$ cat config.mk
export PLATFORM = sky130hd
export DESIGN_NAME = sssc_top
export DESIGN_NICKNAME = d
export VERILOG_FILES = /design/src/sssc_pkg.sv /design/src/sssc_top.sv /design/src/sssc_fifo.sv
export VERILOG_INCLUDE_DIRS = /design/src
export SDC_FILE = /design/constraint.sdc
export NUM_CORES = 1
export LEC_CHECK = 0
export BUFFER_PORTS_ARGS = -buffer_cell sky130_fd_sc_hd__buf_2
export CAP_MARGIN = 15
export CORE_MARGIN = 2
export CORE_UTILIZATION = 50
export CTS_BUF_LIST = sky130_fd_sc_hd__clkbuf_8
export CTS_CLUSTER_DIAMETER = 100
export CTS_CLUSTER_SIZE = 24
export DETAILED_ROUTE_END_ITERATION = 10
export GPL_ROUTABILITY_DRIVEN = 0
export PLACE_DENSITY = 0.66
export RECOVER_POWER = 50
export SLEW_MARGIN = 20
export SYNTH_ARGS = -nofsm -noshare
export SYNTH_HDL_FRONTEND = slang
export SYNTH_HIERARCHICAL = 1
export SYNTH_SLANG_ARGS = --single-unit
$ cat constraint.sdc
create_clock -name mclk_in -period 3.5 [get_ports mclk_in]
set_input_delay 0.35 -clock mclk_in [delete_from_list [all_inputs] [get_ports mclk_in]]
set_output_delay 0.35 -clock mclk_in [all_outputs]
set_load 0.02 [all_outputs]
$ cat src/sssc_consts.svh
// Timing counts, widths and bit positions for the serial switch front end
`ifndef SSSC_CONSTS_SVH
`define SSSC_CONSTS_SVH
`define SSSC_CLK_MHZ 100
`define SSSC_WORD_BITS 24
`define SSSC_OUT_COUNT 16
`define SSSC_BIT_ANY 23
`define SSSC_BIT_OV 22
`define SSSC_FAULT_MIN_US 100
`define SSSC_FAULT_MAX_US 450
`define SSSC_FAULT_CYC ((`SSSC_FAULT_MIN_US * `SSSC_CLK_MHZ + `SSSC_FAULT_MAX_US * `SSSC_CLK_MHZ) / 2)
`define SSSC_DLY_MIN_US 1
`define SSSC_DLY_CYC (`SSSC_DLY_MIN_US * `SSSC_CLK_MHZ)
`define SSSC_FIFO_DEPTH 16
`define SSSC_CMD_RESET 24'h000000
`endif

$ cat src/sssc_pkg.sv
// Shared types for the serial switch front end
package sssc_pkg;
    // One captured command frame, carried through the FIFO
    typedef struct packed {
        logic [23:0] word;
    } sssc_frame_t;
    // Frame engine states
    typedef enum logic [2:0] {
        SSSC_IDLE = 3'b001,
        SSSC_SHIFT = 3'b010,
        SSSC_LATCH = 3'b100
    } sssc_state_t;
endpackage

$ cat src/sssc_top.sv
// SPI slave front end of a sixteen output low side switch
// How it works
// - Chip select rise applies shifted word
// - Excess daisy chain bits pass through
// - Each clock shifts status out, command in
// - Faulted outputs report one, healthy zero
// - Command one turns output on
// - Faults flagged only after qualification delay
// - Outputs switch 1 to 50 microseconds after
// - Sample on falling edge, drive on rising
// - Status word: any, overvoltage, zeros, outputs
// - Words shift most significant bit first
// - Deselected: ignore clock, output high impedance
`timescale 1ns/1ps
`include "sssc_consts.svh"
module sssc_top #(
    parameter int NOUT = `SSSC_OUT_COUNT,
    parameter int FAULT_CYC = `SSSC_FAULT_CYC,
    parameter int DLY_CYC = `SSSC_DLY_CYC
) (
    input wire logic mclk_in,
    input wire logic rst_n_in,
    input wire logic sclk_in,
    input wire logic cs_n_in,
    input wire logic sdi_in,
    output logic sdo_out,
    output logic sdo_oe_n_out,
    input wire logic [NOUT-1:0] fault_raw_in,
    input wire logic ov_raw_in,
    output logic [NOUT-1:0] drive_out
);
    localparam int W = `SSSC_WORD_BITS;
    localparam int FCW = $clog2(FAULT_CYC + 1);
    localparam int DCW = $clog2(DLY_CYC + 1);

    // Two-flop synchronisers; first stage read only by second
    logic [2:0] sync_a;
    logic [2:0] sync_b;
    logic sclk_q;
    logic cs_n_q;
    logic sdi_q;
    always_ff @(posedge mclk_in)
    begin
        if (!rst_n_in)
        begin
            // CS high, SCLK and SI low, as the pins idle; no false edge after reset
            sync_a <= 3'h4;
            sync_b <= 3'h4;
            sclk_q <= 1'b0;
            cs_n_q <= 1'b1;
        end
        else
        begin
            sync_a <= {cs_n_in, sclk_in, sdi_in};
            sync_b <= sync_a;
            sclk_q <= sync_b[1];
            cs_n_q <= sync_b[2];
        end
    end
    assign sdi_q = sync_b[0];

    // Edge detection on synchronised pins
    logic sclk_rise;
    logic sclk_fall;
    logic cs_fall;
    logic cs_rise;
    assign sclk_rise = sync_b[1] && !sclk_q;
    assign sclk_fall = !sync_b[1] && sclk_q;
    assign cs_fall = !sync_b[2] && cs_n_q;
    assign cs_rise = sync_b[2] && !cs_n_q;

    // Per-output fault qualification counters
    logic [NOUT-1:0] fault_q;
    logic ov_q;
    genvar g;
    generate
        for (g = 0; g < NOUT; g++)
        begin : g_qual
            logic [FCW-1:0] cnt;
            logic [FCW-1:0] next_cnt;
            logic next_flag;
            // Count persistent raw fault; a glitch restarts the wait
            always_comb
            begin
                next_cnt = cnt;
                next_flag = fault_q[g];
                if (!fault_raw_in[g])
                begin
                    next_cnt = '0;
                    next_flag = 1'b0;
                end
                else if (cnt == FCW'(FAULT_CYC))
                begin
                    next_flag = 1'b1;
                end
                else
                begin
                    next_cnt = cnt + 1'b1;
                end
            end
            always_ff @(posedge mclk_in)
            begin
                if (!rst_n_in)
                begin
                    cnt <= '0;
                    fault_q[g] <= 1'b0;
                end
                else
                begin
                    cnt <= next_cnt;
                    fault_q[g] <= next_flag;
                end
            end
        end
    endgenerate
    // Overvoltage comes already qualified from the supply monitor
    always_ff @(posedge mclk_in)
    begin
        if (!rst_n_in)
        begin
            ov_q <= 1'b0;
        end
        else
        begin
            ov_q <= ov_raw_in;
        end
    end

    // Frame engine: shift register, status load, latch on CS rise
    sssc_pkg::sssc_state_t state;
    sssc_pkg::sssc_state_t next_state;
    logic [W-1:0] shreg;
    logic [W-1:0] next_shreg;
    logic next_sdo;
    logic next_oe_n;
    logic push;
    logic next_push;
    sssc_pkg::sssc_frame_t frame;
    sssc_pkg::sssc_frame_t next_frame;
    logic fifo_ready;
    always_comb
    begin
        next_state = state;
        next_shreg = shreg;
        next_sdo = sdo_out;
        next_oe_n = sdo_oe_n_out;
        next_push = 1'b0;
        next_frame = frame;
        case (state)
            sssc_pkg::SSSC_IDLE:
            begin
                next_oe_n = 1'b1;
                if (cs_fall)
                begin
                    // Snapshot status, MSB shown first
                    next_shreg = {fault_q != '0 || ov_q, ov_q, 6'h00,
                                  fault_q};
                    next_sdo = next_shreg[W-1];
                    next_oe_n = 1'b0;
                    next_state = sssc_pkg::SSSC_SHIFT;
                end
            end
            sssc_pkg::SSSC_SHIFT:
            begin
                if (cs_rise)
                begin
                    next_oe_n = 1'b1;
                    next_frame.word = shreg;
                    next_state = sssc_pkg::SSSC_LATCH;
                end
                else if (sclk_fall)
                begin
                    // Sample command bit, oldest bit falls out the top
                    next_shreg = {shreg[W-2:0], sdi_q};
                end
                else if (sclk_rise)
                begin
                    next_sdo = shreg[W-1];
                end
            end
            sssc_pkg::SSSC_LATCH:
            begin
                // Wait for FIFO room rather than drop a command
                if (fifo_ready)
                begin
                    next_push = 1'b1;
                    next_state = sssc_pkg::SSSC_IDLE;
                end
            end
            default:
            begin
                next_state = sssc_pkg::SSSC_IDLE;
            end
        endcase
    end
    always_ff @(posedge mclk_in)
    begin
        if (!rst_n_in)
        begin
            state <= sssc_pkg::SSSC_IDLE;
            shreg <= '0;
            sdo_out <= 1'b0;
            sdo_oe_n_out <= 1'b1;
            push <= 1'b0;
            frame <= '0;
        end
        else
        begin
            state <= next_state;
            shreg <= next_shreg;
            sdo_out <= next_sdo;
            sdo_oe_n_out <= next_oe_n;
            push <= next_push;
            frame <= next_frame;
        end
    end

    // Command FIFO decouples frame capture from output timing
    logic [W-1:0] cmd_word;
    logic cmd_valid;
    logic cmd_take;
    sssc_fifo #(
        .WIDTH(W),
        .DEPTH(`SSSC_FIFO_DEPTH)
    ) u_fifo (
        .mclk_in(mclk_in),
        .rst_n_in(rst_n_in),
        .wr_data_in(frame.word),
        .wr_valid_in(push),
        .wr_ready_out(fifo_ready),
        .rd_data_out(cmd_word),
        .rd_valid_out(cmd_valid),
        .rd_ready_in(cmd_take)
    );

    // Output delay stage: each command waits DLY_CYC then drives
    logic [DCW-1:0] dly;
    logic [DCW-1:0] next_dly;
    logic [NOUT-1:0] next_drive;
    always_comb
    begin
        next_dly = dly;
        next_drive = drive_out;
        cmd_take = 1'b0;
        if (cmd_valid)
        begin
            if (dly == DCW'(DLY_CYC))
            begin
                next_drive = cmd_word[NOUT-1:0];
                cmd_take = 1'b1;
                next_dly = '0;
            end
            else
            begin
                next_dly = dly + 1'b1;
            end
        end
    end
    always_ff @(posedge mclk_in)
    begin
        if (!rst_n_in)
        begin
            dly <= '0;
            drive_out <= '0;
        end
        else
        begin
            dly <= next_dly;
            drive_out <= next_drive;
        end
    end
endmodule

$ cat src/sssc_fifo.sv
// Parameterised valid/ready FIFO for captured command words
`timescale 1ns/1ps
module sssc_fifo #(
    parameter int WIDTH = 24,
    parameter int DEPTH = 16
) (
    input wire logic mclk_in,
    input wire logic rst_n_in,
    input wire logic [WIDTH-1:0] wr_data_in,
    input wire logic wr_valid_in,
    output logic wr_ready_out,
    output logic [WIDTH-1:0] rd_data_out,
    output logic rd_valid_out,
    input wire logic rd_ready_in
);
    localparam int AW = $clog2(DEPTH);
    // Storage array
    logic [WIDTH-1:0] mem [DEPTH];
    logic [AW-1:0] wr_ptr;
    logic [AW-1:0] rd_ptr;
    logic [AW:0] count;
    logic [AW-1:0] next_wr_ptr;
    logic [AW-1:0] next_rd_ptr;
    logic [AW:0] next_count;
    logic do_wr;
    logic do_rd;

    // Handshake decisions and pointer updates
    always_comb
    begin
        do_wr = wr_valid_in && (count != (AW+1)'(DEPTH));
        do_rd = rd_ready_in && (count != '0);
        next_wr_ptr = do_wr ? wr_ptr + 1'b1 : wr_ptr;
        next_rd_ptr = do_rd ? rd_ptr + 1'b1 : rd_ptr;
        next_count = count + (AW+1)'(do_wr) - (AW+1)'(do_rd);
    end

    // Registered state; full/empty flags honest from count
    always_ff @(posedge mclk_in)
    begin
        if (!rst_n_in)
        begin
            wr_ptr <= '0;
            rd_ptr <= '0;
            count <= '0;
            wr_ready_out <= 1'b0;
            rd_valid_out <= 1'b0;
        end
        else
        begin
            wr_ptr <= next_wr_ptr;
            rd_ptr <= next_rd_ptr;
            count <= next_count;
            wr_ready_out <= next_count != (AW+1)'(DEPTH);
            rd_valid_out <= next_count != '0;
        end
    end

    // Data path, no reset needed on storage
    always_ff @(posedge mclk_in)
    begin
        if (do_wr)
        begin
            mem[wr_ptr] <= wr_data_in;
        end
    end
    assign rd_data_out = mem[rd_ptr];
endmodule

== After elaboration in Yosys (flattened, before gate mapping) ==
Memory sizes are Yosys's and may differ from the RTL's. A register that Yosys moved wholly into a read port is not among the register bits.
Index checks and enable logic that the tools add are counted.
Cells by class
  add/subtract/negate cells: 21
  mux-type cells: 22
  equality and inequality tests: 29
  reductions and logical operators: 39
Operator list (count)
  $add A15 B1 Y15 const B: 16
  $eq A15 B15 Y1 const B: 16
  $mux W24: 3
  $pmux W24 S2: 1
  $reduce_and A2 Y1: 20
  $reduce_bool A16 Y1: 1
  $ne A2 B2 Y1 const B: 6
  $mux W1: 11
  $ne A5 B5 Y1 const B: 2
  $reduce_bool A5 Y1: 2
  $mux W3: 3
  $pmux W3 S3: 1
  $add A4 B1 Y4 const B: 2
  $add A7 B1 Y7 const B: 1
  $eq A7 B7 Y1 const B: 1
  $mux W7: 1
  $logic_and A1 B1 Y1: 6
  $add A5 B1 Y5: 1
  $logic_not A1 Y1: 5
  $reduce_and A5 Y1: 1
  $sub A5 B1 Y5: 1
  $pmux W1 S2: 2
  $reduce_and A4 Y1: 1
  $eq A3 B1 Y1 const B: 1
  6 further kinds: 6
Storage, ports and cells
  memories: 1
  output and inout bits: 18
  bits in writable memories: 384
  register bits after elaboration: 341
  bits of input ports: 22
  logic and storage cells: 161
Memory list
  u_fifo.mem: depth 16, width 24, rd ports 1, clocked after memory_dff 1, write ports 1, line sssc_fifo.sv:18  | logic [WIDTH-1:0] mem [DEPTH];

== Depth between registers and ports, before layout ==
  depth after elaboration: 6
  gate-level depth with buffers: 16
  mapped depth without buffers: 14

== By module ==
Netlist, hierarchy kept.
Modules (own cells, without submodules)
  sssc_fifo: area each 15324.7 µm², times used 1, sequential area each 11911.4 µm², cells an instance 709
  sssc_top: area each 15293.4 µm², times used 1, sequential area each 6846.6 µm², cells an instance 1776

== Worst setup path before layout ==
Ideal clock, no wire load.
  path kind: reg-to-reg
  start: register u_fifo.count[2]
  end: memory u_fifo.mem[0][0], enable pin
  period minus slack after synthesis: 3.238 ns
  data required time: 3.065 ns
  setup slack: 0.262 ns
  stages on the path, launching flop included: 8
  arrival time: 2.803 ns
  path buffers: 1
  library setup time: 0.435 ns
  cell sequence: dfxtp_1 > inv_1 > ha_1 > nand4bb_1 > and2_1 > clkbuf_1 > nand2_1 > nor3_1
On the way
  longest elaborated chain between the ends: 4
Ends and longest elaborated chain
  from (decl): line sssc_fifo.sv:21  | logic [AW:0] count;
  from (signal assigned): line sssc_fifo.sv:53  | count <= next_count;
  $ne A5 B5 Y1: line sssc_fifo.sv:31  | do_wr = wr_valid_in && (count != (AW+1)'(DEPTH));
  $logic_and A1 B1 Y1: line sssc_fifo.sv:31
  $mux W1: line sssc_fifo.sv:62  | if (do_wr)
  $mux W1 (not written as such): line sssc_fifo.sv:64  | mem[wr_ptr] <= wr_data_in;
  to (decl): line sssc_fifo.sv:18
Every way passes these cells.

== Worst setup path in the final report ==
  start: register u_fifo.count[3]
  end: register u_fifo.wr_ready_out
On the way
  longest elaborated chain between the ends: 5
  elaborated cells on any way between the ends: 7
  those cells by class: 2 x add/sub; 2 x eq/ne; 3 x reduce/logical
Ends and longest elaborated chain
  $ne A5 B5 Y1: line sssc_fifo.sv:31
  $logic_and A1 B1 Y1: line sssc_fifo.sv:31
  $add A5 B1 Y5: line sssc_fifo.sv:35  | next_count = count + (AW+1)'(do_wr) - (AW+1)'(do_rd);
  $sub A5 B1 Y5 (*): line sssc_fifo.sv:35
  $ne A5 B5 Y1 (*): line sssc_fifo.sv:54  | wr_ready_out <= next_count != (AW+1)'(DEPTH);
  to (signal assigned): line sssc_fifo.sv:54
  to (decl): line sssc_fifo.sv:11  | output logic wr_ready_out,
Every way passes the cells marked *; elsewhere a longest branch is shown, timed or not.
A chain may end at the register's enable or synchronous reset.

==> results.md <==
- Adding up every negative setup slack in the final design gives 0 ns.
- Synthesis produced 2269 cells.
- The biggest cell delay along the critical path is ~0.50 ns.
- The first global-routing pass estimated between 80000 and 90000 um of wire.
- The via total after detailed routing is between 15k and 20k.
- The most congested layer reported by global routing is met2.
- The number of nets still failing antenna checks after routing is 0.
- The total standard cell area after synthesis is between 0.02 and 0.03 mm2.
- The most numerous cell type found on the critical path is nand2_1.
- The clock arrives with 0.02614 ns of skew.
- The repair_antennas step left the layout with diodes totalling 0.
- The start-to-end type of the worst setup path is reg -> reg.
- The die is about 230 um tall.
- Summed over all layers, the global routing overflow is 0.
- In the final layout, the share of cells above drive strength 1 is 0.07958.
- The die area is between 0.05 and 0.06 mm2.
- The min-delay analysis places its worst path in the category in -> reg.
- Timing would allow up to roughly 340 MHz.
- The row count is just over 80.
- The I/O pin total is 40.
- TritonCTS built the clock tree.
- Walking the worst path, the cells encountered are inv_1 -> ha_1 -> or4b_1 -> nand2_1 -> nand2_1 -> nand2_1 -> ha_1 -> inv_1 -> fa_1 -> nand2b_1 -> a2bb2oi_1 -> xnor2_1 -> o31a_1.
- Counting every sink on the clock net gives 609.
- The met1 track demand over resource in global routing is 0.2604.
- The number of hold-slack violations in the final timing report is 0.
- The global routing usage summed across all routing layers is 0.1887.
- The worst-case headroom to the max-slew limit is 0.01254.
- The clock transition at the registers of the reported paths is ~0.15 ns.
- Power spread over the standard cell area amounts to between 300 and 400 mW/mm2.
- The smallest clock period supported by the final layout is computed as a little under 3 ns.
- Of all nets on the critical path, the largest fanout is 5.
- The initial standard-cell utilization of the core is 0.5090.
- During placement, the flow inserted port buffers numbering 39.
- The max-slew violation count is 0.
- The part of the cycle the worst path needs is 0.8363.
- The number of buffers and inverters on the critical path is 2.
- Setup repair after global routing left no endpoint under its margin.
- The initial antenna violation count is 1.
- The iteration-0 DRC count of the detailed router is ~1.2k.
- Leaving out fill and tap cells, the most frequent cell in the layout is dfxtp_1.
- After floorplanning, the core was sized to cover 0.05038 mm2.
- Measured on the finished design, the core utilization comes to 0.5385.
- In the global route stage, met2 resource usage came out at 0.3235.
- Dividing the detail-routed via count by the number of cells gives 5.680.
- Data arrives at the worst endpoint at about 3.5 ns.
- The top cell types in the final layout, fill and taps aside, are dfxtp_1, edfxtp_1, nor2_1.
- The post-route worst hold slack is between 0.05 and 0.06 ns.
- Across the VDD grid, the largest voltage drop is approximately 0.25 mV.
- The floorplan die width is around 230 um.
- OpenSTA, run right after detailed placement, puts the worst setup slack at around 0.6 ns.
- Yosys printed 6 warnings.
- The cell sitting at the root of the clock tree is a clkbuf_8.
- In the global route stage, met3 resource usage came out at 0.02112.
- Across the run, the number of max-cap violations was 0.
- For this design the static power due to leakage is between 0.008 and 0.009 uW.
- The routed design has between 40000 and 50000 um of wire.
- The clock insertion delay at the later pin of the skew report is a little under 0.7 ns.
- Entering global routing, the biggest net connects 65 pins.
- For the pin with the worst max-slew slack, the measured transition is 1.481 ns.
- The category of the worst setup path capture point is a flop.
- The kind of cell with the highest combined delay along the critical path is simple AND/OR/NAND/NOR gates.
- Relative to the synthesized area, the layout overhead comes to 5.792%.
- The net count reported at finish is 2363.
- After detailed routing, the number of remaining DRC violations is 0.
- After legalization and detailed placement, the total HPWL measured 32960 um.
- In the final routed layout, each cell accounts on average for between 15 and 20 um.
- The H-tree depth reported by CTS is 1.
- The number of nets handed over by synthesis was 2336.
- The final setup violation count is 0.
- The largest individual stage delay along the critical path comes from the cell or4b_1.
- After clock tree synthesis, the repair step resized 0 gates.
- The flow ran to the end, and the final reports show no timing, DRC or antenna violations.
- The worst setup path is launched from a flop.
- The number of global-route vias before repair came to 16.23k.
- The average cell area after synthesis is approximately 11 um2.
- Buffers inserted during clock tree synthesis total 29.
- The maximum number of buffers from clock root to sink is 3.
- The number of search-and-repair iterations in the first detailed-routing pass is 5.
- At the worst endpoint, the required time is slightly above 4 ns.
- The worst-case setup margin in the final layout is roughly 0.57 ns.
==> through the flow <==
stage               total power [uW]  cell area [um2]  cells
finish                         10460            27130   2984
CTS                            10600            27150   2984
floorplan                       7699            25640   2269
global placement                7752            26560   2926
detailed placement              7761            26560   2926
global route                   10870            27130   2984
==> worst min-delay path: cells and delay by family <==
family	cells	cell delay (ns)
mux	1	0.11
simple gates	1	0.14
buf+inv	1	0.09
==> registers in the layout, indices dropped and copies added, names as in the netlist, 4 cells and up, named ones only <==
name / count
u_fifo/mem: 256
g_qual.cnt: 240
shreg: 24
drive_out: 16
fault_q: 16
frame: 16
dly: 7
u_fifo/count: 5
u_fifo/rd_ptr: 4
u_fifo/wr_ptr: 4
==> cell type report <==
| type | count | area, um2 |
|---|---|---|
| Tap cell | 672 | 840.8 |
| Sequential cell | 609 | 14760 |
| Timing Repair Buffer | 82 | 548.0 |
| Multi-Input combinational cell | 1492 | 10190 |
| Fill cell | 4313 | 23250 |
| Clock buffer | 29 | 399.1 |
| Inverter | 82 | 307.8 |
| Clock inverter | 18 | 82.58 |
==> power by group <==
part / leakage, uW / internal [uW] / switching (uW) / total [uW]
registers: 0.00522 / 7370 / 34.9 / 7400
logic: 0.00299 / 72.4 / 135 / 207
clock network: 0.000295 / 788 / 2070 / 2850
total: 0.00851 / 8230 / 2240 / 10500
==> timing repair <==
item | 4_1_cts | 5_1_grt
hold buffers | 11 | 0
hold endpoints to repair | 12 | 0
setup buffers | 0 | 0
==> path summary, 6_finish.rpt <==
path                     from                   to  slack, ns  depth (start not counted)
min          fault_raw_in[13]   g_qual[13].cnt[14]       0.05                          3
max reg2reg   u_fifo/count[3]  u_fifo/wr_ready_out       0.57                         13
max           u_fifo/count[3]  u_fifo/wr_ready_out       0.57                         13
min reg2reg         sync_a[2]            sync_b[2]       0.44                          1
==> layer usage <==
layer  vias to the layer above  part of all wire
li1                       8281                 -
met1                      8348              0.46
met2                       256              0.49
met3                        61             0.035
met4                         2             0.020
met5                         -           0.00026
No activity file was read; power rests on OpenSTA's default activity.
